==> src/pkg/umsr_defines.vh <==
/*
 Register offsets, field positions, reset values and timing counts for the UART
 modem status / FIFO level register block.
 Assumes inclusion by bare name from the design files.
*/
`ifndef UMSR_DEFINES_VH
`define UMSR_DEFINES_VH

// Byte addresses on the AXI4-Lite bus, one aligned word each
`define UMSR_OFF_DATA_DIVLO  8'h00
`define UMSR_OFF_IEN_DIVHI   8'h04
`define UMSR_OFF_LINE_CTRL   8'h0c
`define UMSR_OFF_MODEM_CTRL  8'h10
`define UMSR_OFF_LINE_STAT   8'h14
`define UMSR_OFF_MODEM_STAT  8'h18
`define UMSR_OFF_SCRATCH     8'h1c
`define UMSR_OFF_FEAT_CTRL   8'h20
`define UMSR_OFF_ENH_FEAT    8'h24
`define UMSR_OFF_PART_ID     8'h28
`define UMSR_OFF_PART_REV    8'h2c
`define UMSR_OFF_FIFO_LEVELS 8'h30
`define UMSR_OFF_RX_ERRCNT   8'h34
`define UMSR_OFF_STATUS_AUX  8'h38

// Field positions
`define UMSR_LINE_CTRL_DLAB  7
`define UMSR_LSR_FIFO_ERR    7
`define UMSR_IEN_MODEM       3
`define UMSR_MCR_RTS         1
`define UMSR_MCR_LOOP        4
`define UMSR_MCR_PRESCALE    7
`define UMSR_FEATURE_CONTROL_SWAP       6
`define UMSR_EFR_AUTO_CTS    7

// Reset values
`define UMSR_SCRATCH_RST     8'hff
`define UMSR_DIVISOR_RST     16'h0001
`define UMSR_DIVISOR_LOW_RST 8'h01
`define UMSR_DIVISOR_HIGH_RST 8'h00

// Counter mode codes
`define UMSR_MODE_TX         2'h1
`define UMSR_MODE_ALT        2'h3

// Baud generator constants
`define UMSR_OVERSAMPLE      5'h10
`define UMSR_PRESCALE_DIV    3'h4

// AXI responses
`define UMSR_RESP_OKAY       2'h0
`define UMSR_RESP_SLVERR     2'h2

`endif

==> src/rtl/umsr_baud_gen.v <==
/*
 Baud tick generator: optional divide-by-four prescaler, then divisor, then 16x.
 Assumes one clock; the divisor and prescale select come from registers.
*/
`timescale 1ns/1ps
`include "umsr_defines.vh"

module umsr_baud_gen (
  // Clock and reset
  input  wire        aclk,
  input  wire        aresetn,
  // Control
  input  wire        prescale_en,
  input  wire [15:0] divisor,
  // Ticks
  output reg         sample_tick_ff,
  output reg         baud_tick_ff
);

  reg  [1:0]  pre_cnt_ff;
  reg  [15:0] div_cnt_ff;
  reg  [3:0]  os_cnt_ff;
  wire        pre_tick;
  wire        div_tick;

  // Divisor zero stops the generator instead of running at an undefined rate
  assign pre_tick = !prescale_en || (pre_cnt_ff == 2'h3);
  assign div_tick = pre_tick && (divisor != 16'h0000) && (div_cnt_ff >= divisor - 16'h0001);

  always @(posedge aclk) begin
    if (!aresetn) begin
      pre_cnt_ff     <= 2'h0;
      div_cnt_ff     <= 16'h0000;
      os_cnt_ff      <= 4'h0;
      sample_tick_ff <= 1'b0;
      baud_tick_ff   <= 1'b0;
    end else begin
      pre_cnt_ff     <= prescale_en ? pre_cnt_ff + 2'h1 : 2'h0;
      sample_tick_ff <= div_tick;
      baud_tick_ff   <= div_tick && (os_cnt_ff == 4'hf);
      if (pre_tick) begin
        div_cnt_ff <= div_tick ? 16'h0000 : div_cnt_ff + 16'h0001;
      end
      if (div_tick) begin
        os_cnt_ff <= os_cnt_ff + 4'h1;
      end
    end
  end

endmodule

==> src/rtl/umsr_regs.v <==
/*
 Per-channel register logic: modem status with deltas and loopback, receive FIFO
 error flag, scratchpad and its swap with mode select and FIFO level, hysteresis
 decode, baud divisor, part identification, all behind an AXI4-Lite slave.
 Assumes modem inputs come from pins (active low) and FIFO information from
 same-clock logic. The documented device is addressed here by AXI byte addresses.
*/
// The register offsets and the AXI4-Lite slave port were left to the implementer.
//
// Function
// Error flag set when any FIFO byte errored
// Error flag clears when no errored bytes
// CTS, DSR, CD deltas set on change; the code sets no deltas while loopback is on
// RI delta set on rising input only; the code sets no deltas while loopback is on
// Set delta plus enable raises modem interrupt
// Modem status read clears all deltas
// Auto CTS: high halts after character
// Status bits show inverted modem inputs
// Loopback maps control bits to status
// Scratchpad 8-bit, resets to ff
// Swap bit redirects writes to mode select
// Mode bits choose level counter source
// Alternating mode reads receive then transmit
// Mode write restarts alternating sequence
// Hysteresis from four-bit code table
// Swap bit makes reads return level
// Level register distinct from data count
// Divisor is high and low concatenated
// Modem control bit 7 selects prescaler
// Fixed part code and revision registers
// Host zeroes divisor before reading identity
// Line control bit 7 selects divisor
`timescale 1ns/1ps
`include "umsr_defines.vh"

module umsr_regs #(
  parameter [7:0] PART_CODE = 8'h5a, // Arbitrary value
  parameter [7:0] PART_REV  = 8'h03  // Arbitrary value
) (
  // Clock and reset
  input  wire        aclk,
  input  wire        aresetn,
  // AXI4-Lite write address
  input  wire [7:0]  s_axi_awaddr,
  input  wire        s_axi_awvalid,
  output reg         s_axi_awready,
  // AXI4-Lite write data
  input  wire [31:0] s_axi_wdata,
  input  wire [3:0]  s_axi_wstrb,
  input  wire        s_axi_wvalid,
  output reg         s_axi_wready,
  // AXI4-Lite write response
  output reg  [1:0]  s_axi_bresp,
  output reg         s_axi_bvalid,
  input  wire        s_axi_bready,
  // AXI4-Lite read address
  input  wire [7:0]  s_axi_araddr,
  input  wire        s_axi_arvalid,
  output reg         s_axi_arready,
  // AXI4-Lite read data
  output reg  [31:0] s_axi_rdata,
  output reg  [1:0]  s_axi_rresp,
  output reg         s_axi_rvalid,
  input  wire        s_axi_rready,
  // Modem pins, active low
  input  wire        cts_n,
  input  wire        dsr_n,
  input  wire        ri_n,
  input  wire        cd_n,
  // FIFO side information
  input  wire [7:0]  rx_fifo_count,
  input  wire [7:0]  tx_fifo_count,
  input  wire        rx_push,
  input  wire        rx_push_err,
  input  wire        rx_pop,
  input  wire        rx_pop_err,
  input  wire        tx_char_done,
  // Block outputs
  output reg         modem_irq_ff,
  output reg         tx_halt_ff,
  output reg  [5:0]  rts_hysteresis_ff,
  output reg         baud_tick_ff,
  output reg         sample_tick_ff
);

  ////////////////////////////////////////////////////////////////////////////////
  // Registers

  reg  [7:0]  line_ctrl_ff;
  reg  [7:0]  modem_ctrl_ff;
  reg  [7:0]  int_enable_ff;
  reg  [7:0]  feat_ctrl_ff;
  reg  [7:0]  enh_feat_ff;
  reg  [7:0]  scratch_pad_ff;
  reg  [7:0]  enh_mode_ff;
  reg  [7:0]  divisor_low_ff;
  reg  [7:0]  divisor_high_ff;
  reg  [3:0]  delta_ff;
  reg  [7:0]  rx_err_cnt_ff;
  reg         alt_tx_next_ff;
  reg  [3:0]  pin_meta_ff;
  reg  [3:0]  pin_sync_ff;
  reg  [3:0]  pin_prev_ff;

  reg  [7:0]  aw_addr_ff;
  reg         aw_held_ff;
  reg  [31:0] w_data_ff;
  reg  [3:0]  w_strb_ff;
  reg         w_held_ff;

  wire        baud_tick;
  wire        sample_tick;
  wire [3:0]  modem_level;
  wire [3:0]  modem_change;
  wire [7:0]  modem_status;
  wire [7:0]  line_status;
  wire [7:0]  fifo_fill_level;
  wire        swap;
  wire        dlab;
  wire        wr_go;
  wire        rd_go;
  wire        msr_read;
  wire        lvl_read;
  wire        wr_lane0;
  reg  [7:0]  rd_byte;
  reg         rd_hit;
  reg  [5:0]  nxt_hyst;

  assign swap = feat_ctrl_ff[`UMSR_FEATURE_CONTROL_SWAP];
  assign dlab = line_ctrl_ff[`UMSR_LINE_CTRL_DLAB];

  ////////////////////////////////////////////////////////////////////////////////
  // Modem inputs: pins pass two flops before any logic reads them

  always @(posedge aclk) begin
    if (!aresetn) begin
      pin_meta_ff <= 4'hf;
      pin_sync_ff <= 4'hf;
      pin_prev_ff <= 4'hf;
    end else begin
      pin_meta_ff <= {cd_n, ri_n, dsr_n, cts_n};
      pin_sync_ff <= pin_meta_ff;
      pin_prev_ff <= pin_sync_ff;
    end
  end

  // Order cts, dsr, ri, cd; status level is active high
  assign modem_level = modem_ctrl_ff[`UMSR_MCR_LOOP] ?
                       {modem_ctrl_ff[3], modem_ctrl_ff[2], modem_ctrl_ff[0], modem_ctrl_ff[1]} :
                       ~pin_sync_ff;

  // Delta bits 0,1,3 on any edge; bit 2 only when the RI pin rises
  assign modem_change[0] = pin_sync_ff[0] ^ pin_prev_ff[0];
  assign modem_change[1] = pin_sync_ff[1] ^ pin_prev_ff[1];
  assign modem_change[2] = pin_sync_ff[2] & ~pin_prev_ff[2];
  assign modem_change[3] = pin_sync_ff[3] ^ pin_prev_ff[3];

  assign modem_status = {modem_level, delta_ff};

  ////////////////////////////////////////////////////////////////////////////////
  // Receive FIFO error tracking: count errored bytes held in the FIFO

  always @(posedge aclk) begin
    if (!aresetn) begin
      rx_err_cnt_ff <= 8'h00;
    end else begin
      case ({rx_push & rx_push_err, rx_pop & rx_pop_err})
        2'b10:   rx_err_cnt_ff <= rx_err_cnt_ff + 8'h01;
        2'b01:   rx_err_cnt_ff <= rx_err_cnt_ff - 8'h01;
        default: rx_err_cnt_ff <= rx_err_cnt_ff;
      endcase
    end
  end

  assign line_status = {(rx_err_cnt_ff != 8'h00), 7'h00};

  ////////////////////////////////////////////////////////////////////////////////
  // FIFO level selection

  assign fifo_fill_level = (enh_mode_ff[1:0] == `UMSR_MODE_TX) ? tx_fifo_count :
                           (enh_mode_ff[1:0] == `UMSR_MODE_ALT && alt_tx_next_ff) ? tx_fifo_count :
                           rx_fifo_count;

  ////////////////////////////////////////////////////////////////////////////////
  // AXI4-Lite slave: address and data taken in either order, one of each at a time

  assign wr_go    = aw_held_ff && w_held_ff && !s_axi_bvalid;
  assign rd_go    = s_axi_arvalid && s_axi_arready;
  assign wr_lane0 = w_strb_ff[0];
  assign msr_read = rd_go && (s_axi_araddr == `UMSR_OFF_MODEM_STAT);
  assign lvl_read = rd_go && (s_axi_araddr == `UMSR_OFF_SCRATCH) && swap;

  always @(posedge aclk) begin
    if (!aresetn) begin
      s_axi_awready <= 1'b1;
      s_axi_wready  <= 1'b1;
      aw_held_ff    <= 1'b0;
      w_held_ff     <= 1'b0;
      aw_addr_ff    <= 8'h00;
      w_data_ff     <= 32'h00000000;
      w_strb_ff     <= 4'h0;
      s_axi_bvalid  <= 1'b0;
      s_axi_bresp   <= `UMSR_RESP_OKAY;
    end else begin
      if (s_axi_awvalid && s_axi_awready) begin
        aw_addr_ff    <= s_axi_awaddr;
        aw_held_ff    <= 1'b1;
        s_axi_awready <= 1'b0;
      end
      if (s_axi_wvalid && s_axi_wready) begin
        w_data_ff    <= s_axi_wdata;
        w_strb_ff    <= s_axi_wstrb;
        w_held_ff    <= 1'b1;
        s_axi_wready <= 1'b0;
      end
      if (wr_go) begin
        aw_held_ff   <= 1'b0;
        w_held_ff    <= 1'b0;
        s_axi_bvalid <= 1'b1;
        s_axi_bresp  <= (aw_addr_ff > `UMSR_OFF_ENH_FEAT || aw_addr_ff[1:0] != 2'h0 ||
                         aw_addr_ff == `UMSR_OFF_LINE_STAT || aw_addr_ff == `UMSR_OFF_MODEM_STAT) ?
                        `UMSR_RESP_SLVERR : `UMSR_RESP_OKAY;
      end
      if (s_axi_bvalid && s_axi_bready) begin
        s_axi_bvalid  <= 1'b0;
        s_axi_awready <= 1'b1;
        s_axi_wready  <= 1'b1;
      end
    end
  end

  // Register writes, low byte lane only
  always @(posedge aclk) begin
    if (!aresetn) begin
      line_ctrl_ff    <= 8'h00;
      modem_ctrl_ff   <= 8'h00;
      int_enable_ff   <= 8'h00;
      feat_ctrl_ff    <= 8'h00;
      enh_feat_ff     <= 8'h00;
      scratch_pad_ff  <= `UMSR_SCRATCH_RST;
      enh_mode_ff     <= 8'h00;
      divisor_low_ff  <= `UMSR_DIVISOR_LOW_RST;
      divisor_high_ff <= `UMSR_DIVISOR_HIGH_RST;
    end else if (wr_go && wr_lane0) begin
      case (aw_addr_ff)
        `UMSR_OFF_DATA_DIVLO:  if (dlab) divisor_low_ff <= w_data_ff[7:0];
        `UMSR_OFF_IEN_DIVHI: begin
          if (dlab) begin
            divisor_high_ff <= w_data_ff[7:0];
          end else begin
            int_enable_ff <= w_data_ff[7:0];
          end
        end
        `UMSR_OFF_LINE_CTRL:   line_ctrl_ff  <= w_data_ff[7:0];
        `UMSR_OFF_MODEM_CTRL:  modem_ctrl_ff <= w_data_ff[7:0];
        `UMSR_OFF_SCRATCH: begin
          if (swap) begin
            enh_mode_ff <= w_data_ff[7:0];
          end else begin
            scratch_pad_ff <= w_data_ff[7:0];
          end
        end
        `UMSR_OFF_FEAT_CTRL:   feat_ctrl_ff  <= w_data_ff[7:0];
        `UMSR_OFF_ENH_FEAT:    enh_feat_ff   <= w_data_ff[7:0];
        default:               line_ctrl_ff  <= line_ctrl_ff;
      endcase
    end
  end

  // Alternating level sequence: restart on mode write, step on each level read
  always @(posedge aclk) begin
    if (!aresetn) begin
      alt_tx_next_ff <= 1'b0;
    end else if (wr_go && wr_lane0 && aw_addr_ff == `UMSR_OFF_SCRATCH && swap) begin
      alt_tx_next_ff <= 1'b0;
    end else if (lvl_read) begin
      alt_tx_next_ff <= ~alt_tx_next_ff;
    end
  end

  // Delta flags: a change in the read cycle survives the clear
  always @(posedge aclk) begin
    if (!aresetn) begin
      delta_ff <= 4'h0;
    end else begin
      delta_ff <= (msr_read ? 4'h0 : delta_ff) | (modem_ctrl_ff[`UMSR_MCR_LOOP] ? 4'h0 : modem_change);
    end
  end

  // Read mux
  always @* begin
    rd_byte = 8'h00;
    rd_hit  = 1'b1;
    case (s_axi_araddr)
      `UMSR_OFF_DATA_DIVLO:  rd_byte = dlab ? divisor_low_ff : 8'h00;
      `UMSR_OFF_IEN_DIVHI:   rd_byte = dlab ? divisor_high_ff : int_enable_ff;
      `UMSR_OFF_LINE_CTRL:   rd_byte = line_ctrl_ff;
      `UMSR_OFF_MODEM_CTRL:  rd_byte = modem_ctrl_ff;
      `UMSR_OFF_LINE_STAT:   rd_byte = line_status;
      `UMSR_OFF_MODEM_STAT:  rd_byte = modem_status;
      `UMSR_OFF_SCRATCH:     rd_byte = swap ? fifo_fill_level : scratch_pad_ff;
      `UMSR_OFF_FEAT_CTRL:   rd_byte = feat_ctrl_ff;
      `UMSR_OFF_ENH_FEAT:    rd_byte = enh_feat_ff;
      `UMSR_OFF_PART_ID:     rd_byte = PART_CODE;
      `UMSR_OFF_PART_REV:    rd_byte = PART_REV;
      default:               rd_hit  = 1'b0;
    endcase
  end

  always @(posedge aclk) begin
    if (!aresetn) begin
      s_axi_arready <= 1'b1;
      s_axi_rvalid  <= 1'b0;
      s_axi_rdata   <= 32'h00000000;
      s_axi_rresp   <= `UMSR_RESP_OKAY;
    end else begin
      if (rd_go) begin
        s_axi_arready <= 1'b0;
        s_axi_rvalid  <= 1'b1;
        s_axi_rdata   <= {24'h000000, rd_byte};
        s_axi_rresp   <= rd_hit ? `UMSR_RESP_OKAY : `UMSR_RESP_SLVERR;
      end
      if (s_axi_rvalid && s_axi_rready) begin
        s_axi_rvalid  <= 1'b0;
        s_axi_arready <= 1'b1;
      end
    end
  end

  ////////////////////////////////////////////////////////////////////////////////
  // Hysteresis decode, interrupt, auto CTS

  always @* begin
    case ({enh_mode_ff[5:4], feat_ctrl_ff[1:0]})
      4'h0:    nxt_hyst = 6'h00;
      4'h1:    nxt_hyst = 6'h04;
      4'h2:    nxt_hyst = 6'h06;
      4'h3:    nxt_hyst = 6'h08;
      4'h4:    nxt_hyst = 6'h08;
      4'h5:    nxt_hyst = 6'h10;
      4'h6:    nxt_hyst = 6'h18;
      4'h7:    nxt_hyst = 6'h20;
      4'h8:    nxt_hyst = 6'h28;
      4'h9:    nxt_hyst = 6'h2c;
      4'ha:    nxt_hyst = 6'h30;
      4'hb:    nxt_hyst = 6'h34;
      4'hc:    nxt_hyst = 6'h0c;
      4'hd:    nxt_hyst = 6'h14;
      4'he:    nxt_hyst = 6'h1c;
      default: nxt_hyst = 6'h24;
    endcase
  end

  always @(posedge aclk) begin
    if (!aresetn) begin
      modem_irq_ff      <= 1'b0;
      tx_halt_ff        <= 1'b0;
      rts_hysteresis_ff <= 6'h00;
      baud_tick_ff      <= 1'b0;
      sample_tick_ff    <= 1'b0;
    end else begin
      modem_irq_ff      <= (delta_ff != 4'h0) && int_enable_ff[`UMSR_IEN_MODEM];
      rts_hysteresis_ff <= nxt_hyst;
      baud_tick_ff      <= baud_tick;
      sample_tick_ff    <= sample_tick;
      // Halt only takes effect at a character boundary; resume is immediate
      if (!enh_feat_ff[`UMSR_EFR_AUTO_CTS] || modem_level[0]) begin
        tx_halt_ff <= 1'b0;
      end else if (tx_char_done) begin
        tx_halt_ff <= 1'b1;
      end
    end
  end

  ////////////////////////////////////////////////////////////////////////////////
  // Baud generator

  umsr_baud_gen u_baud (
    .aclk           (aclk),
    .aresetn        (aresetn),
    .prescale_en    (modem_ctrl_ff[`UMSR_MCR_PRESCALE]),
    .divisor        ({divisor_high_ff, divisor_low_ff}),
    .sample_tick_ff (sample_tick),
    .baud_tick_ff   (baud_tick)
  );

endmodule

==> config.mk <==
export PLATFORM = sky130hd
export DESIGN_NAME = umsr_regs
export DESIGN_NICKNAME = d
export VERILOG_FILES = /design/src/rtl/umsr_baud_gen.v /design/src/rtl/umsr_regs.v
export VERILOG_INCLUDE_DIRS = /design/src /design/src/pkg
export SDC_FILE = /design/constraint.sdc
export NUM_CORES = 1
export LEC_CHECK = 0
export ABC_AREA = 1
export BUFFER_PORTS_ARGS = -buffer_cell sky130_fd_sc_hd__buf_2
export CAP_MARGIN = 25
export CORE_UTILIZATION = 45
export DETAILED_ROUTE_END_ITERATION = 10
export PLACE_DENSITY_LB_ADDON = 0.25
export SLEW_MARGIN = 30
export SYNTH_ARGS = -nofsm -noshare
export SYNTH_HDL_FRONTEND = slang
export SYNTH_SLANG_ARGS = --single-unit
==> constraint.sdc <==
create_clock -name aclk -period 3.6 [get_ports aclk]
set_clock_uncertainty 0.15 [all_clocks]
set_input_delay 0.36 -clock aclk [delete_from_list [all_inputs] [get_ports aclk]]
set_output_delay 0.36 -clock aclk [all_outputs]
set_load 0.02 [all_outputs]
; Word-level counts from Yosys, hierarchy flattened
; Memories as Yosys holds them, arrays and structs flattened. A register that Yosys moved wholly into a read port is not among the register bits.
; Cells that the tools add are included.
[classes]
n_reduce_logical = 50
eq_ne = 24
mux = 14
bitwise_logic = 13
add_sub_neg = 6
magnitude_cmp = 2
[op_table]
columns = cell, count
row1 = $pmux W8 S11, 1
row2 = $eq A8 B5 Y1 const B, 8
row3 = $eq A8 B6 Y1 const B, 6
row4 = $mux W8, 5
row5 = $logic_and A1 B1 Y1, 18
row6 = $add A16 B1 Y16 const B, 1
row7 = $eq A8 B3 Y1 const B, 2
row8 = $eq A8 B4 Y1 const B, 2
row9 = $ge A16 B16 Y1, 1
row10 = $logic_not A8 Y1, 2
row11 = $mux W16, 1
row12 = $pmux W8 S2, 1
row13 = $reduce_bool A16 Y1, 1
row14 = $sub A16 B1 Y16 const B, 1
row15 = $reduce_and A3 Y1, 5
row16 = $mux W4, 3
row17 = $reduce_or A11 Y1, 1
row18 = $reduce_and A2 Y1, 5
row19 = $reduce_or A2 Y1, 5
row20 = $add A8 B1 Y8 const B, 1
row21 = $gt A8 B6 Y1 const B, 1
row22 = $reduce_bool A8 Y1, 1
row23 = $sub A8 B1 Y8 const B, 1
row24 = $eq A2 B2 Y1 const B, 3
row25 = 15 further kinds, 33
[word_totals]
memories = 1
inputBits = 84
register_bits = 165
out_inout_bits = 51
mem_bits_ro = 80
[mem_list]
columns = memory, words, width, read_ports, rd_clocked_by_memory_dff, write_ports, line_no
row1 = (name not given), 16, 5, 1, 1, 0, umsr_regs.v:334  ; case ({enh_mode_ff[5:4], feat_ctrl_ff[1:0]})

; Depth between registers and ports, before layout
; Gate-level depths: netlist of the first run.
[depth]
depth_word = 6
mapped_depth = 21
mapped_depth_nobuf = 21

; Hierarchy
; A second synthesis of the first run with hierarchy kept.
[unflattened]
cells_unflattened = 1158
area_unflattened_um2 = 8383.0
[by_module_without_submodules]
columns = module, cells_per_inst, area_per_inst_um2, n_inst
row1 = umsr_regs, 900, 6505.0, 1
row2 = umsr_baud_gen, 258, 1878.1, 1

; Worst setup path before layout of the first run
; OpenSTA, ideal clock, no wires.
[synth_path]
path_type = register to register
from = reg divisor_low_ff[0]
to = reg u_baud.div_cnt_ff[9]
path_buffers = 1
path_stages_with_launch = 21
arrival_time_ns = 2.630
setup_ns = 0.117
slack_ns = 0.703
period_less_slack_ns = 2.897
path_cell_list = dfxtp_1 -> inv_1 -> ha_1 -> inv_1 -> nor3_2 -> nand2_1 -> nor2_1 -> nand2_1 -> nor2_1 -> nand3_1 -> nand2_1 -> inv_1 -> ha_1 -> nand2_1 -> nor3_1 -> nand3_1 -> nand3_1 -> nand2_2 -> nand2_2 -> buf_4 -> nor2_1
[synth_between]
elab_chain_len = 4
[synth_lines]
columns = element, line_no
row1 = from (decl), umsr_regs.v:96  ; reg [7:0] divisor_low_ff;
row2 = from (signal assigned), umsr_regs.v:242  ; divisor_low_ff <= `UMSR_DIVISOR_LOW_RST;
row3 = from (signal assigned), umsr_regs.v:246  ; `UMSR_OFF_DATA_DIVLO: if (dlab) divisor_low_ff <= w_data_ff[7:0];
row4 = $sub A16 B1 Y16 or $reduce_bool A16 Y1 (tied branches), umsr_baud_gen.v:28  ; assign div_tick = pre_tick && (divisor != 16'h0000) && (div_cnt_ff >= divisor - 16'h0001);
row5 = $ge A16 B16 Y1 or $logic_and A1 B1 Y1 (tied branches), umsr_baud_gen.v:28
row6 = $logic_and A1 B1 Y1 *, umsr_baud_gen.v:28
row7 = $mux W16 *, umsr_baud_gen.v:42  ; div_cnt_ff <= div_tick ? 16'h0000 : div_cnt_ff + 16'h0001;
row8 = to (signal assigned), umsr_baud_gen.v:42
row9 = to (decl), umsr_baud_gen.v:21  ; reg [15:0] div_cnt_ff;
; Every way passes the cells marked *; elsewhere a longest branch is shown, timed or not.
; A chain may end at the register's enable or synchronous reset.

; Final worst setup path of the first run
[layout_path]
from = reg divisor_low_ff[0]
to = reg u_baud.div_cnt_ff[6]
; Same word-level chain as after synthesis.

==> key figures, run 1 <==
Outcome
  • Status: finished, final reports clean

Clock network
  • Worst-case clock buffer depth: 2
  • # H-tree levels: 4
  • Buffer cell driving the clock tree root: clkbuf_16
  • Number of buffers inserted during clock tree synthesis: 17
  • Clock tree from TritonCTS: built
  • Clk_lat worst skew: 0.43 ns
  • Clk pin slew, worst setup/hold paths: 0.07 ns
  • CTS sink cnt: 160

Timing
  • RSZ-0062 raised after global routing: false
  • Post-route clock period utilization: 0.886
  • Time the worst path needs with I/O delays and setup: 3.19 ns
  • Slew @ Worst Pin: 0.840 ns
  • Max-slew violation count: 0
  • Endpoints failing setup: 0
  • Remaining max-slew budget at the tightest pin: 0.440
  • Setup TNS: 0 ns
  • Endpoints failing hold: 0
  • Achievable Freq: 0.314 GHz

Synthesis
  • Gate Count Post-Synth: 1,126
  • Async set-reset flop share out of synthesis: 0
  • Share of cell area taken by muxes after synthesis: 0
  • Synth Area in Adders: 0.0456
  • Top cells by area, synth: dfxtp_1 39%, nand2_1 11%, nor2_1 6.1%
  • Unique cell type count in the Yosys netlist: 48
  • Cell type contributing the most total cell area after synthesis: dfxtp_1
  • Area of the mapped netlist: 8130 sq um
  • Synth Flop Type: dfxtp_1
  • Total of flip-flops plus latches after synthesis: 160
  • Fraction of the mapped netlist area in simple logic gates: 0.274
  • Area share of the leading cell type in the synthesized netlist: 0.394
  • Synth Area in XOR/XNOR: 0.0323
  • Mean instance size in the synthesized netlist: 7.22 sq um
  • Largest family of logic cells by synthesized area: simple AND/OR/NAND/NOR gates
  • Complex-gate fraction of the synthesized area: 0.153
  • Post-synthesis sequential area ratio: 0.394
  • EDFF count, synth: 0
  • Number of warnings issued by yosys: 0

Placed design
  • Post-detail-place hpwl: 14.1 mm
  • Routability cong.: 0.894
  • Area after DPL: 8530 sq um
  • Port Buffers: 80

Floorplanning
  • Die Ht: 136 um
  • Rows: 48
  • Core footprint: 17,500 sq um
  • Floorplan die width: 136 um
  • Area enclosed by the die boundary: 18,600 sq um
  • Io pins: 135
  • Starting density of the core: 0.465

Finish
  • Share of post-route cells with drive strength above 1: 0.136
  • Layout Cell Area excl Fill: 9170 sq um
  • Number of diodes: 0
  • Filler instances: 1,720
  • Synth-to-layout area growth: 12.8%
  • Number of nets in the layout: 1,309
  • Commonest cells after routing, fill and taps aside: 249 x nand2_1, 160 x dfxtp_1, 133 x nor2_1
  • Most common library cell in the layout ignoring fill and taps: nand2_1

Pwr
  • Pwr Density: 433 nW/um^2
  • Clock Power Share: 0.448
  • Net switching component of the power: 1.01 mW
  • Part of the total power dissipated in combinational logic: 0.084
  • Share of total power in sequential cells: 0.468
  • Peak VDD IR: 0.352 mV
  • Static leakage power: 4.22 nW
  • Internal power: 2.95 mW
  • Share of total power consumed by net switching: 0.256

Drt
  • Detailed router's first-iteration violation count: 714
  • Wire length per cell after detailed routing: 14.1 um
  • Antenna Violating Nets Remaining: 0
  • Number of vias per cell: 5.09
  • Vias: 7,295
  • DRT Pass-1 Iters: 7
  • Final Routed Wirelength: 20.2 mm
  • DRC Markers: 0

GRT
  • Total grt overflow: 0
  • Antenna violations before repair: 0
  • Vias in the first global route: 6,390
  • Total routing usage reported by global routing: 0.226
  • Largest net degree at the start of global routing: 89
  • First-pass GRT wire length: 32.2 mm

Critical path
  • Slowest cell on crit path: dfxtp_1
  • Kind of cell adding the most delay to the critical path: simple AND/OR/NAND/NOR gates
  • Required time at the endpoint of the critical path: 3.76 ns
  • Cells along the critical path: inv_1 -> ha_1 -> inv_1 -> nor3_2 -> nand2_1 -> nor2_1 -> nand2_1 -> nor2_1 -> nand3_1 -> nand2_1 -> inv_1 -> ha_1 -> nand2_1 -> nor3_2 -> nand3_1 -> nand3_1 -> nand2_4 -> nand2_4 -> nor2_1
  • Stages on the worst setup path: 19
  • Buffering stage count on the worst path with inverters included: 3
  • Worst r2r path cells: 19
  • Largest incremental delay on the critical path: 0.31 ns
  • Arrival time of data at the critical path endpoint: 3.35 ns
  • Largest fanout on the critical path: 13
  • Worst path most repeated cell: nand2_1
  • Critical path type: reg -> reg
  • Element type at the critical path start: flop
  • Endpoint type of the worst setup path: flop

Hold path
  • Min-delay worst type: in -> reg
  • Min-Delay Path Depth: 3

Job
  • Max-cap violations: 0
-- registers in the layout (all words and copies together), names as in the netlist, 5 cells and up --
| register | flops |
|---|---|
| enh_feat_ff | 8 |
| divisor_low_ff | 8 |
| feat_ctrl_ff | 8 |
| w_data_ff | 8 |
| modem_ctrl_ff | 8 |
| scratch_pad_ff | 8 |
| rx_err_cnt_ff | 8 |
| aw_addr_ff | 8 |
| int_enable_ff | 8 |
| u_baud.div_cnt_ff | 16 |
| s_axi_rdata | 8 |
| line_ctrl_ff | 8 |
| divisor_high_ff | 8 |
| rts_hysteresis_ff | 5 |
-- repair_timing --
item / in CTS / in global routing
gates resized for setup: 0 / 3
endpoints found under the setup margin: 0 / 16
buffers inserted: 0 / 0
endpoints found under the hold margin: 4 / 0
hold buffers: 4 / 0
-- area by class of cell --
cell class / count / area [sq um] / share of cell area
tap: 225 / 282 / 0.0307
multi-input combinational: 816 / 4220 / 0.460
inverter: 116 / 439 / 0.0479
sequential: 160 / 3200 / 0.349
clock buffer: 21 / 480 / 0.0524
timing repair buffer: 85 / 448 / 0.0488
clock inverter: 10 / 101 / 0.0111
-- cells in the mapped netlist (all sizes together), types with 2 or more instances --
master / instances
nand2: 253
o211ai: 9
clkbuf: 20
nand3b: 3
o21ai: 98
clkinv: 3
buf: 40
o21bai: 2
nor2: 147
a211oi: 16
ha: 28
o21a: 2
or2: 14
nor3: 16
a21oi: 92
nor4: 3
a31oi: 2
inv: 113
a21o: 5
dfxtp: 160
nand3: 58
nand4: 7
xnor2: 6
xor2: 24
-- worst min-delay path, delay by kind of cell --
kind / cells / cell delay (ns)
buffers and inverters: 1 / 0.07
AOI/OAI and AO/OA: 1 / 0.07
and+or+nand+nor: 1 / 0.06
-- metal layers --
metal  global-route usage  vias up  share of wire  wire (um)
li1                     -     3742              -          -
met1                0.311     3306           0.47       9540
met2                0.353      225           0.45       9180
met3               0.0369       22          0.056       1140
met4               0.0846        0          0.016        325
met5                    0        -              0          0
-- per-stage QoR --
stage          std cells  setup WS, ns  power [mW]  hold WS (ns)   util
5_1_grt             1433        0.0607        4.10        0.0338  0.525
6_report            1433         0.412        3.97        0.0180  0.525
3_5_place_dp        1398         0.263        2.22         0.248  0.488
4_1_cts             1433         0.221        3.99       0.00485  0.524
3_3_place_gp        1398         0.371        2.22         0.245  0.488
2_1_floorplan       1152         0.703        2.14         0.240      -
-- cell families (layout without fill, tap and decap cells) --
group / after synthesis / in the layout
AOI/OAI and AO/OA: 227 / 227
adders and majority gates: 29 / 29
DFF: 160 / 160
and+or+nand+nor: 503 / 503
xor gates and xnor gates: 30 / 30
buffers and inverters: 176 / 232
other: 1 / 27
-- final timing paths --
check / endpoint / startpoint / slack (ns)
setup / recovery: u_baud.div_cnt_ff[6] / divisor_low_ff[0] / 0.41
hold / removal: s_axi_arready / s_axi_rready / 0.02
setup reg to reg: u_baud.div_cnt_ff[6] / divisor_low_ff[0] / 0.41
hold reg to reg: pin_sync_ff[3] / pin_meta_ff[3] / 0.26
-- power by group through the flow --
stage | combinational (mW) | clock (mW) | sequential, mW
after floorplan | 0.243 | 0 | 1.90
after global placement | 0.322 | 0 | 1.90
after detailed placement | 0.327 | 0 | 1.90
after CTS | 0.332 | 1.80 | 1.86
after global routing | 0.371 | 1.86 | 1.86
final | 0.333 | 1.78 | 1.86
No activity file was read; power rests on OpenSTA's default activity.
==> run 2, diff against run 1 <==
--- a/config.mk
+++ b/config.mk
@@ -10,6 +10,7 @@
 export BUFFER_PORTS_ARGS = -buffer_cell sky130_fd_sc_hd__buf_2
 export CAP_MARGIN = 25
 export CORE_UTILIZATION = 45
+export CTS_CLUSTER_SIZE = 14
 export DETAILED_ROUTE_END_ITERATION = 10
 export PLACE_DENSITY_LB_ADDON = 0.25
 export SLEW_MARGIN = 30
==> constraint.sdc (replaced) <==
create_clock -name aclk -period 3.78 [get_ports aclk]
set_clock_uncertainty 0.15 [all_clocks]
set_input_delay 0.378 -clock aclk [delete_from_list [all_inputs] [get_ports aclk]]
set_output_delay 0.378 -clock aclk [all_outputs]
set_load 0.02 [all_outputs]
==> run 2 against run 1 <==
- routed wire length fell by 1.5%
- hold slack improved by 0.0077 ns
- clock power fell by 6%
- first-iteration DRC count fell by 20%
- global-route usage fell by 0.28 points
- die area did not move
- via count fell by 0.88%
- largest power group unchanged
==> key figures, run 2 (synthesized netlist as in run 1, its figures left out) <==
Floorplanning
  • Rows: 48 (unchanged)
  • Area enclosed by the die boundary: 18,600 sq um (unchanged)
  • Die Ht: 136 um (unchanged)
  • Starting density of the core: 0.465 (unchanged)
  • Floorplan die width: 136 um (unchanged)
  • Core footprint: 17,500 sq um (unchanged)
  • Io pins: 135 (unchanged)

Critical path
  • Worst r2r path cells: 19 (unchanged)
  • Required time at the endpoint of the critical path: 3.95 ns (was 3.76 ns)
  • Element type at the critical path start: flop (unchanged)
  • Arrival time of data at the critical path endpoint: 3.40 ns (was 3.35 ns)
  • Largest fanout on the critical path: 13 (unchanged)
  • Endpoint type of the worst setup path: flop (unchanged)
  • Critical path type: reg -> reg (unchanged)

Clock network
  • # H-tree levels: 4 (unchanged)
  • Clk_lat worst skew: 0.43 ns (about the same)
  • Worst-case clock buffer depth: 2 (unchanged)
  • CTS sink cnt: 160 (unchanged)
  • Number of buffers inserted during clock tree synthesis: 17 (unchanged)
  • Buffer cell driving the clock tree root: clkbuf_16 (unchanged)
  • Clk pin slew, worst setup/hold paths: 0.07 ns (about the same)
  • Clock tree from TritonCTS: built (unchanged)

GRT
  • GR met2 Demand/Resource: 0.347 (was 0.353)
  • Total grt overflow: 0 (unchanged)
  • Antenna violations before repair: 0 (unchanged)
  • First-pass GRT wire length: 31.9 mm (was 32.2 mm)
  • Total routing usage reported by global routing: 0.223 (was 0.226)
  • Vias in the first global route: 6,272 (was 6,390)
  • Largest net degree at the start of global routing: 89 (unchanged)
  • GR met3 Demand/Resource: 0.0518 (was 0.0369)
  • Met1 layer usage reported by global route: 0.305 (was 0.311)
  • Busiest grt layer: met2 (unchanged)

Placed design
  • Port Buffers: 80 (unchanged)
  • Routability cong.: 0.882 (was 0.894)
  • Post-detail-place hpwl: 14.1 mm (about the same)

Timing
  • Time the worst path needs with I/O delays and setup: 3.23 ns (was 3.19 ns)
  • Max-slew violation count: 0 (unchanged)
  • Endpoints failing hold: 0 (unchanged)
  • Post-route clock period utilization: 0.854 (was 0.886)
  • Setup TNS: 0 ns (unchanged)
  • Remaining max-slew budget at the tightest pin: 0.436 (was 0.440)
  • Achievable Freq: 0.310 GHz (was 0.314 GHz)
  • Endpoints failing setup: 0 (unchanged)
  • Slew @ Worst Pin: 0.846 ns (was 0.840 ns)
  • RSZ-0062 raised after global routing: false (unchanged)

Drt
  • Vias: 7,231 (was 7,295)
  • Wire length per cell after detailed routing: 13.9 um (was 14.1 um)
  • DRC Markers: 0 (unchanged)
  • Antenna Violating Nets Remaining: 0 (unchanged)
  • Final Routed Wirelength: 19.9 mm (was 20.2 mm)
  • DRT Pass-1 Iters: 7 (unchanged)
  • Detailed router's first-iteration violation count: 572 (was 714)
  • Number of vias per cell: 5.04 (was 5.09)

Finish
  • Synth-to-layout area growth: 12.5% (was 12.8%)
  • Flip-flop count of the largest register, all copies and words added: 16 (unchanged)
  • Number of diodes: 0 (unchanged)
  • Final core utilization: 0.523 (was 0.525)
  • Number of nets in the layout: 1,309 (unchanged)
  • Most common library cell in the layout ignoring fill and taps: nand2_1 (unchanged)
  • Share of post-route cells with drive strength above 1: 0.134 (was 0.136)
  • Commonest cells after routing, fill and taps aside: 249 x nand2_1, 160 x dfxtp_1, 133 x nor2_1 (unchanged)
  • Register ranked first by flip-flop count: u_baud.div_cnt_ff (unchanged)

Hold path
  • Min-delay worst type: in -> reg (unchanged)
  • Min-Delay Path Depth: 3 (unchanged)

Pwr
  • Static leakage power: 4.21 nW (was 4.22 nW)
  • Peak VDD IR: 0.342 mV (was 0.352 mV)
  • Pwr Density: 410 nW/um^2 (was 433 nW/um^2)

Outcome
  • Status: finished, final reports clean (unchanged)

Job
  • Max-cap violations: 0 (unchanged)
[run 2: routing by layer]
layer / wire length (um) / vias up / share of wire
li1: - / 3750 / -
met1: 9410 / 3257 / 0.47
met2: 9060 / 197 / 0.46
met3: 1100 / 27 / 0.055
met4: 312 / 0 / 0.016
met5: 0 / - / 0
[run 2: report_power, final]
group	switching, mW	internal [mW]
registers	0.0376	1.73
logic	0.213	0.101
clock network	0.721	0.947
[run 2: final timing paths]
check                         start              endpoint  slack [ns]
setup / recovery  divisor_low_ff[0]  u_baud.div_cnt_ff[9]        0.55
hold reg to reg      pin_meta_ff[3]        pin_sync_ff[3]        0.26
setup reg to reg  divisor_low_ff[0]  u_baud.div_cnt_ff[9]        0.55
hold / removal         s_axi_rready         s_axi_arready        0.03
[run 2: through the flow]
stage / area (sq um) / setup WS (ns) / power, mW / hold slack, ns / std cells
floorplan: 8230 / 0.883 / 2.04 / 0.240 / 1152
global placement: 8530 / 0.561 / 2.11 / 0.245 / 1398
detailed placement: 8530 / 0.475 / 2.12 / 0.248 / 1398
CTS: 9140 / 0.447 / 3.77 / 0.0196 / 1434
global route: 9150 / 0.0426 / 3.89 / 0.0480 / 1434
finish: 9150 / 0.553 / 3.75 / 0.0256 / 1434
[run 2: layout make-up]
type                       instances  area [sq um]
clock inverter                    11           108
timing repair buffer              85           448
inverter                         116           439
sequential                       160          3200
multi-input combinational        816          4210
clock buffer                      21           460
tap                              225           282
fill                            1746          8330
[run 2: worst max-delay path, stage by stage, from the launching register on]
cell and delay (ns):
dfxtp_1 0.31, inv_1 0.13, ha_1 0.20, inv_1 0.07, nor3_2 0.22, nand2_1 0.08
nor2_1 0.15, nand2_1 0.12, nor2_1 0.16, nand3_1 0.09, nand2_1 0.07, inv_1 0.04
ha_1 0.26, nand2_1 0.07, nor3_1 0.25, nand3_1 0.10, nand3_1 0.17, nand2_2 0.20
nand2_4 0.20, nor2_1 0.07
[run 2: timing repair]
item,CTS,global route
buffers inserted,0,0
endpoints found under the hold margin,4,0
setup endpoints to repair,0,6
resized for setup,0,1
hold buffers,4,0
==> run 3, diff against run 2 <==
--- a/config.mk
+++ b/config.mk
@@ -17,3 +17,4 @@
 export SYNTH_ARGS = -nofsm -noshare
 export SYNTH_HDL_FRONTEND = slang
 export SYNTH_SLANG_ARGS = --single-unit
+export TNS_END_PERCENT = 20
==> constraint.sdc (replaced) <==
create_clock -name aclk -period 3.4 [get_ports aclk]
set_clock_uncertainty 0.15 [all_clocks]
set_input_delay 0.34 -clock aclk [delete_from_list [all_inputs] [get_ports aclk]]
set_output_delay 0.34 -clock aclk [all_outputs]
set_load 0.02 [all_outputs]
==> run 3 against run 2 <==
- combinational power grew 12%
- non-clock buffer count grew 4
- global-route usage grew 0.060 points
- sequential power grew 11%
- critical path depth is the same
- core utilization grew 0.39 points
- worst setup slack lost 0.24 ns
- final area grew 0.75%
- via count shrank 0.30%
- die area is the same
- largest cell class unchanged
- hold slack lost 0.015 ns
==> key figures, run 3 (synthesized netlist as in run 1, its figures left out) <==
Clock network
  • CTS sink cnt: 160 (unchanged)
  • Clk_lat worst skew: 0.43 ns (about the same)
  • Clk pin slew, worst setup/hold paths: 0.06 ns (was 0.07 ns)
  • Clock tree from TritonCTS: built (unchanged)
  • Number of buffers inserted during clock tree synthesis: 17 (unchanged)
  • Worst-case clock buffer depth: 2 (unchanged)
  • Buffer cell driving the clock tree root: clkbuf_16 (unchanged)
  • # H-tree levels: 4 (unchanged)

Finish
  • Number of diodes: 0 (unchanged)
  • Number of nets in the layout: 1,314 (was 1,309)
  • Register ranked first by flip-flop count: u_baud.div_cnt_ff (unchanged)
  • Flip-flop count of the largest register, all copies and words added: 16 (unchanged)
  • Non-Filler Instances: 1,439 (was 1,434)
  • Share of post-route cells with drive strength above 1: 0.139 (was 0.134)
  • Commonest cells after routing, fill and taps aside: 249 x nand2_1, 160 x dfxtp_1, 133 x nor2_1 (unchanged)
  • Filler instances: 1,731 (was 1,746)
  • Most common library cell in the layout ignoring fill and taps: nand2_1 (unchanged)
  • Synth-to-layout area growth: 13.3% (was 12.5%)

Hold path
  • Min-delay worst type: in -> reg (unchanged)

Floorplanning
  • Core footprint: 17,500 sq um (unchanged)
  • Area enclosed by the die boundary: 18,600 sq um (unchanged)
  • Starting density of the core: 0.465 (unchanged)
  • Floorplan die width: 136 um (unchanged)
  • Io pins: 135 (unchanged)
  • Die Ht: 136 um (unchanged)
  • Rows: 48 (unchanged)

Timing
  • Endpoints failing setup: 0 (unchanged)
  • Slew @ Worst Pin: 0.897 ns (was 0.846 ns)
  • Post-route clock period utilization: 0.908 (was 0.854)
  • Endpoints failing hold: 0 (unchanged)
  • Setup TNS: 0 ns (unchanged)
  • Time the worst path needs with I/O delays and setup: 3.09 ns (was 3.23 ns)
  • Remaining max-slew budget at the tightest pin: 0.401 (was 0.436)
  • Max-slew violation count: 0 (unchanged)
  • Fin worst setup slack: 0.313 ns (was 0.553 ns)
  • Achievable Freq: 0.324 GHz (was 0.310 GHz)

GRT
  • First-pass GRT wire length: 32.1 mm (was 31.9 mm)
  • Antenna violations before repair: 0 (unchanged)
  • Largest net degree at the start of global routing: 89 (unchanged)
  • Total grt overflow: 0 (unchanged)
  • Total routing usage reported by global routing: 0.224 (was 0.223)
  • Vias in the first global route: 6,525 (was 6,272)

Job
  • Max-cap violations: 0 (unchanged)

Placed design
  • Total instance count after detailed placement: 1,399 (was 1,398)
  • Post-detail-place hpwl: 14.2 mm (was 14.1 mm)
  • Place WS: 0.119 ns (was 0.475 ns)
  • Port Buffers: 80 (unchanged)
  • Routability cong.: 0.877 (was 0.882)

Critical path
  • Endpoint type of the worst setup path: flop (unchanged)
  • Critical path type: reg -> reg (unchanged)
  • Element type at the critical path start: flop (unchanged)
  • Required time at the endpoint of the critical path: 3.61 ns (was 3.95 ns)
  • Cells along the critical path: inv_1 -> ha_1 -> inv_1 -> nor3_2 -> nand2_1 -> nor2_1 -> nand2_1 -> nor2_1 -> nand3_1 -> nand2_1 -> inv_1 -> ha_1 -> nand2_1 -> nor3_2 -> nand3_1 -> nand3_2 -> nand2_4 -> buf_4 -> nor3_1 (was inv_1 -> ha_1 -> inv_1 -> nor3_2 -> nand2_1 -> nor2_1 -> nand2_1 -> nor2_1 -> nand3_1 -> nand2_1 -> inv_1 -> ha_1 -> nand2_1 -> nor3_1 -> nand3_1 -> nand3_1 -> nand2_2 -> nand2_4 -> nor2_1)
  • Worst path most repeated cell: nand2_1 (unchanged)
  • Arrival time of data at the critical path endpoint: 3.29 ns (was 3.40 ns)
  • Largest incremental delay on the critical path: 0.31 ns (about the same)
  • Slowest cell on crit path: dfxtp_1 (unchanged)
  • Largest fanout on the critical path: 5 (was 13)

Pwr
  • Overall power of the completed layout: 4.18 mW (was 3.75 mW)
  • Static leakage power: 4.24 nW (was 4.21 nW)
  • Peak VDD IR: 0.358 mV (was 0.342 mV)
  • Pwr Density: 454 nW/um^2 (was 410 nW/um^2)

Drt
  • Antenna Violating Nets Remaining: 0 (unchanged)
  • Wire length per cell after detailed routing: 13.8 um (was 13.9 um)
  • Vias: 7,209 (was 7,231)
  • Final Routed Wirelength: 19.9 mm (about the same)
  • DRC Markers: 0 (unchanged)
  • Number of vias per cell: 5.01 (was 5.04)
  • Detailed router's first-iteration violation count: 555 (was 572)
  • DRT Pass-1 Iters: 5 (was 7)

Outcome
  • Status: finished, final reports clean (unchanged)
-- run 3: cell types whose count changed in the layout (fill, tap and decap cells not counted), sizes merged --
cell and change:
buf +3, clkinv -1, clkinvlp +1, dlygate4sd3 +1, nand2 +1
-- run 3: timing repair --
item,4_1_cts,5_1_grt
hold buffers,5,0
setup buffers,0,2
gates resized for setup,0,5
setup endpoints to repair,0,21
endpoints found under the hold margin,5,0
-- run 3: worst paths after layout --
| check | from | to | slack (ns) | cells after the start |
|---|---|---|---|---|
| worst max-delay path | divisor_low_ff[0] | u_baud.baud_tick_ff | 0.31 | 19 |
| worst min-delay path | s_axi_bready | s_axi_wready | 0.01 | 3 |
| worst max register to register | divisor_low_ff[0] | u_baud.baud_tick_ff | 0.31 | 19 |
| worst min register to register | pin_meta_ff[1] | pin_sync_ff[1] | 0.26 | 1 |
-- run 3: final cells by class --
type	instances	area, sq um	share of cell area
Clock buffer	21	470	0.0511
Inverter	116	437	0.0474
Clock inverter	11	106	0.0115
Tap cell	225	282	0.0305
Sequential cell	160	3200	0.348
Timing Repair Buffer	89	480	0.0521
Multi-Input combinational cell	817	4240	0.460
-- run 3: critical path, delay by kind of cell, from the launching register on --
kind / cells / cell delay, ns
adder cells (fa/ha/maj): 2 / 0.45
flip-flops: 1 / 0.31
buffers and inverters: 4 / 0.40
AND/OR/NAND/NOR: 13 / 1.70
-- run 3: layer usage --
metal | up-vias | GRT usage | part of all wire
li1 | 3747 | - | -
met3 | 19 | 0.0462 | 0.057
met1 | 3248 | 0.305 | 0.47
met2 | 195 | 0.356 | 0.46
met4 | 0 | 0.0593 | 0.012
met5 | - | 0 | 0
-- run 3: metrics by stage --
stage               area (sq um)   util  hold WS [ns]
floorplan                   8230      -         0.240
global placement            8540  0.489         0.245
detailed placement          8540  0.489         0.250
CTS                         9170  0.524       0.00240
global route                9220  0.527        0.0331
finish                      9220  0.527        0.0110
-- run 3: report_power, final --
group / switching, mW / internal, mW / leakage, nW / total, mW
Combinational: 0.237 / 0.114 / 2.66 / 0.351
Clock: 0.791 / 1.07 / 0.276 / 1.86
Sequential: 0.0411 / 1.93 / 1.30 / 1.97
Total: 1.07 / 3.11 / 4.24 / 4.18
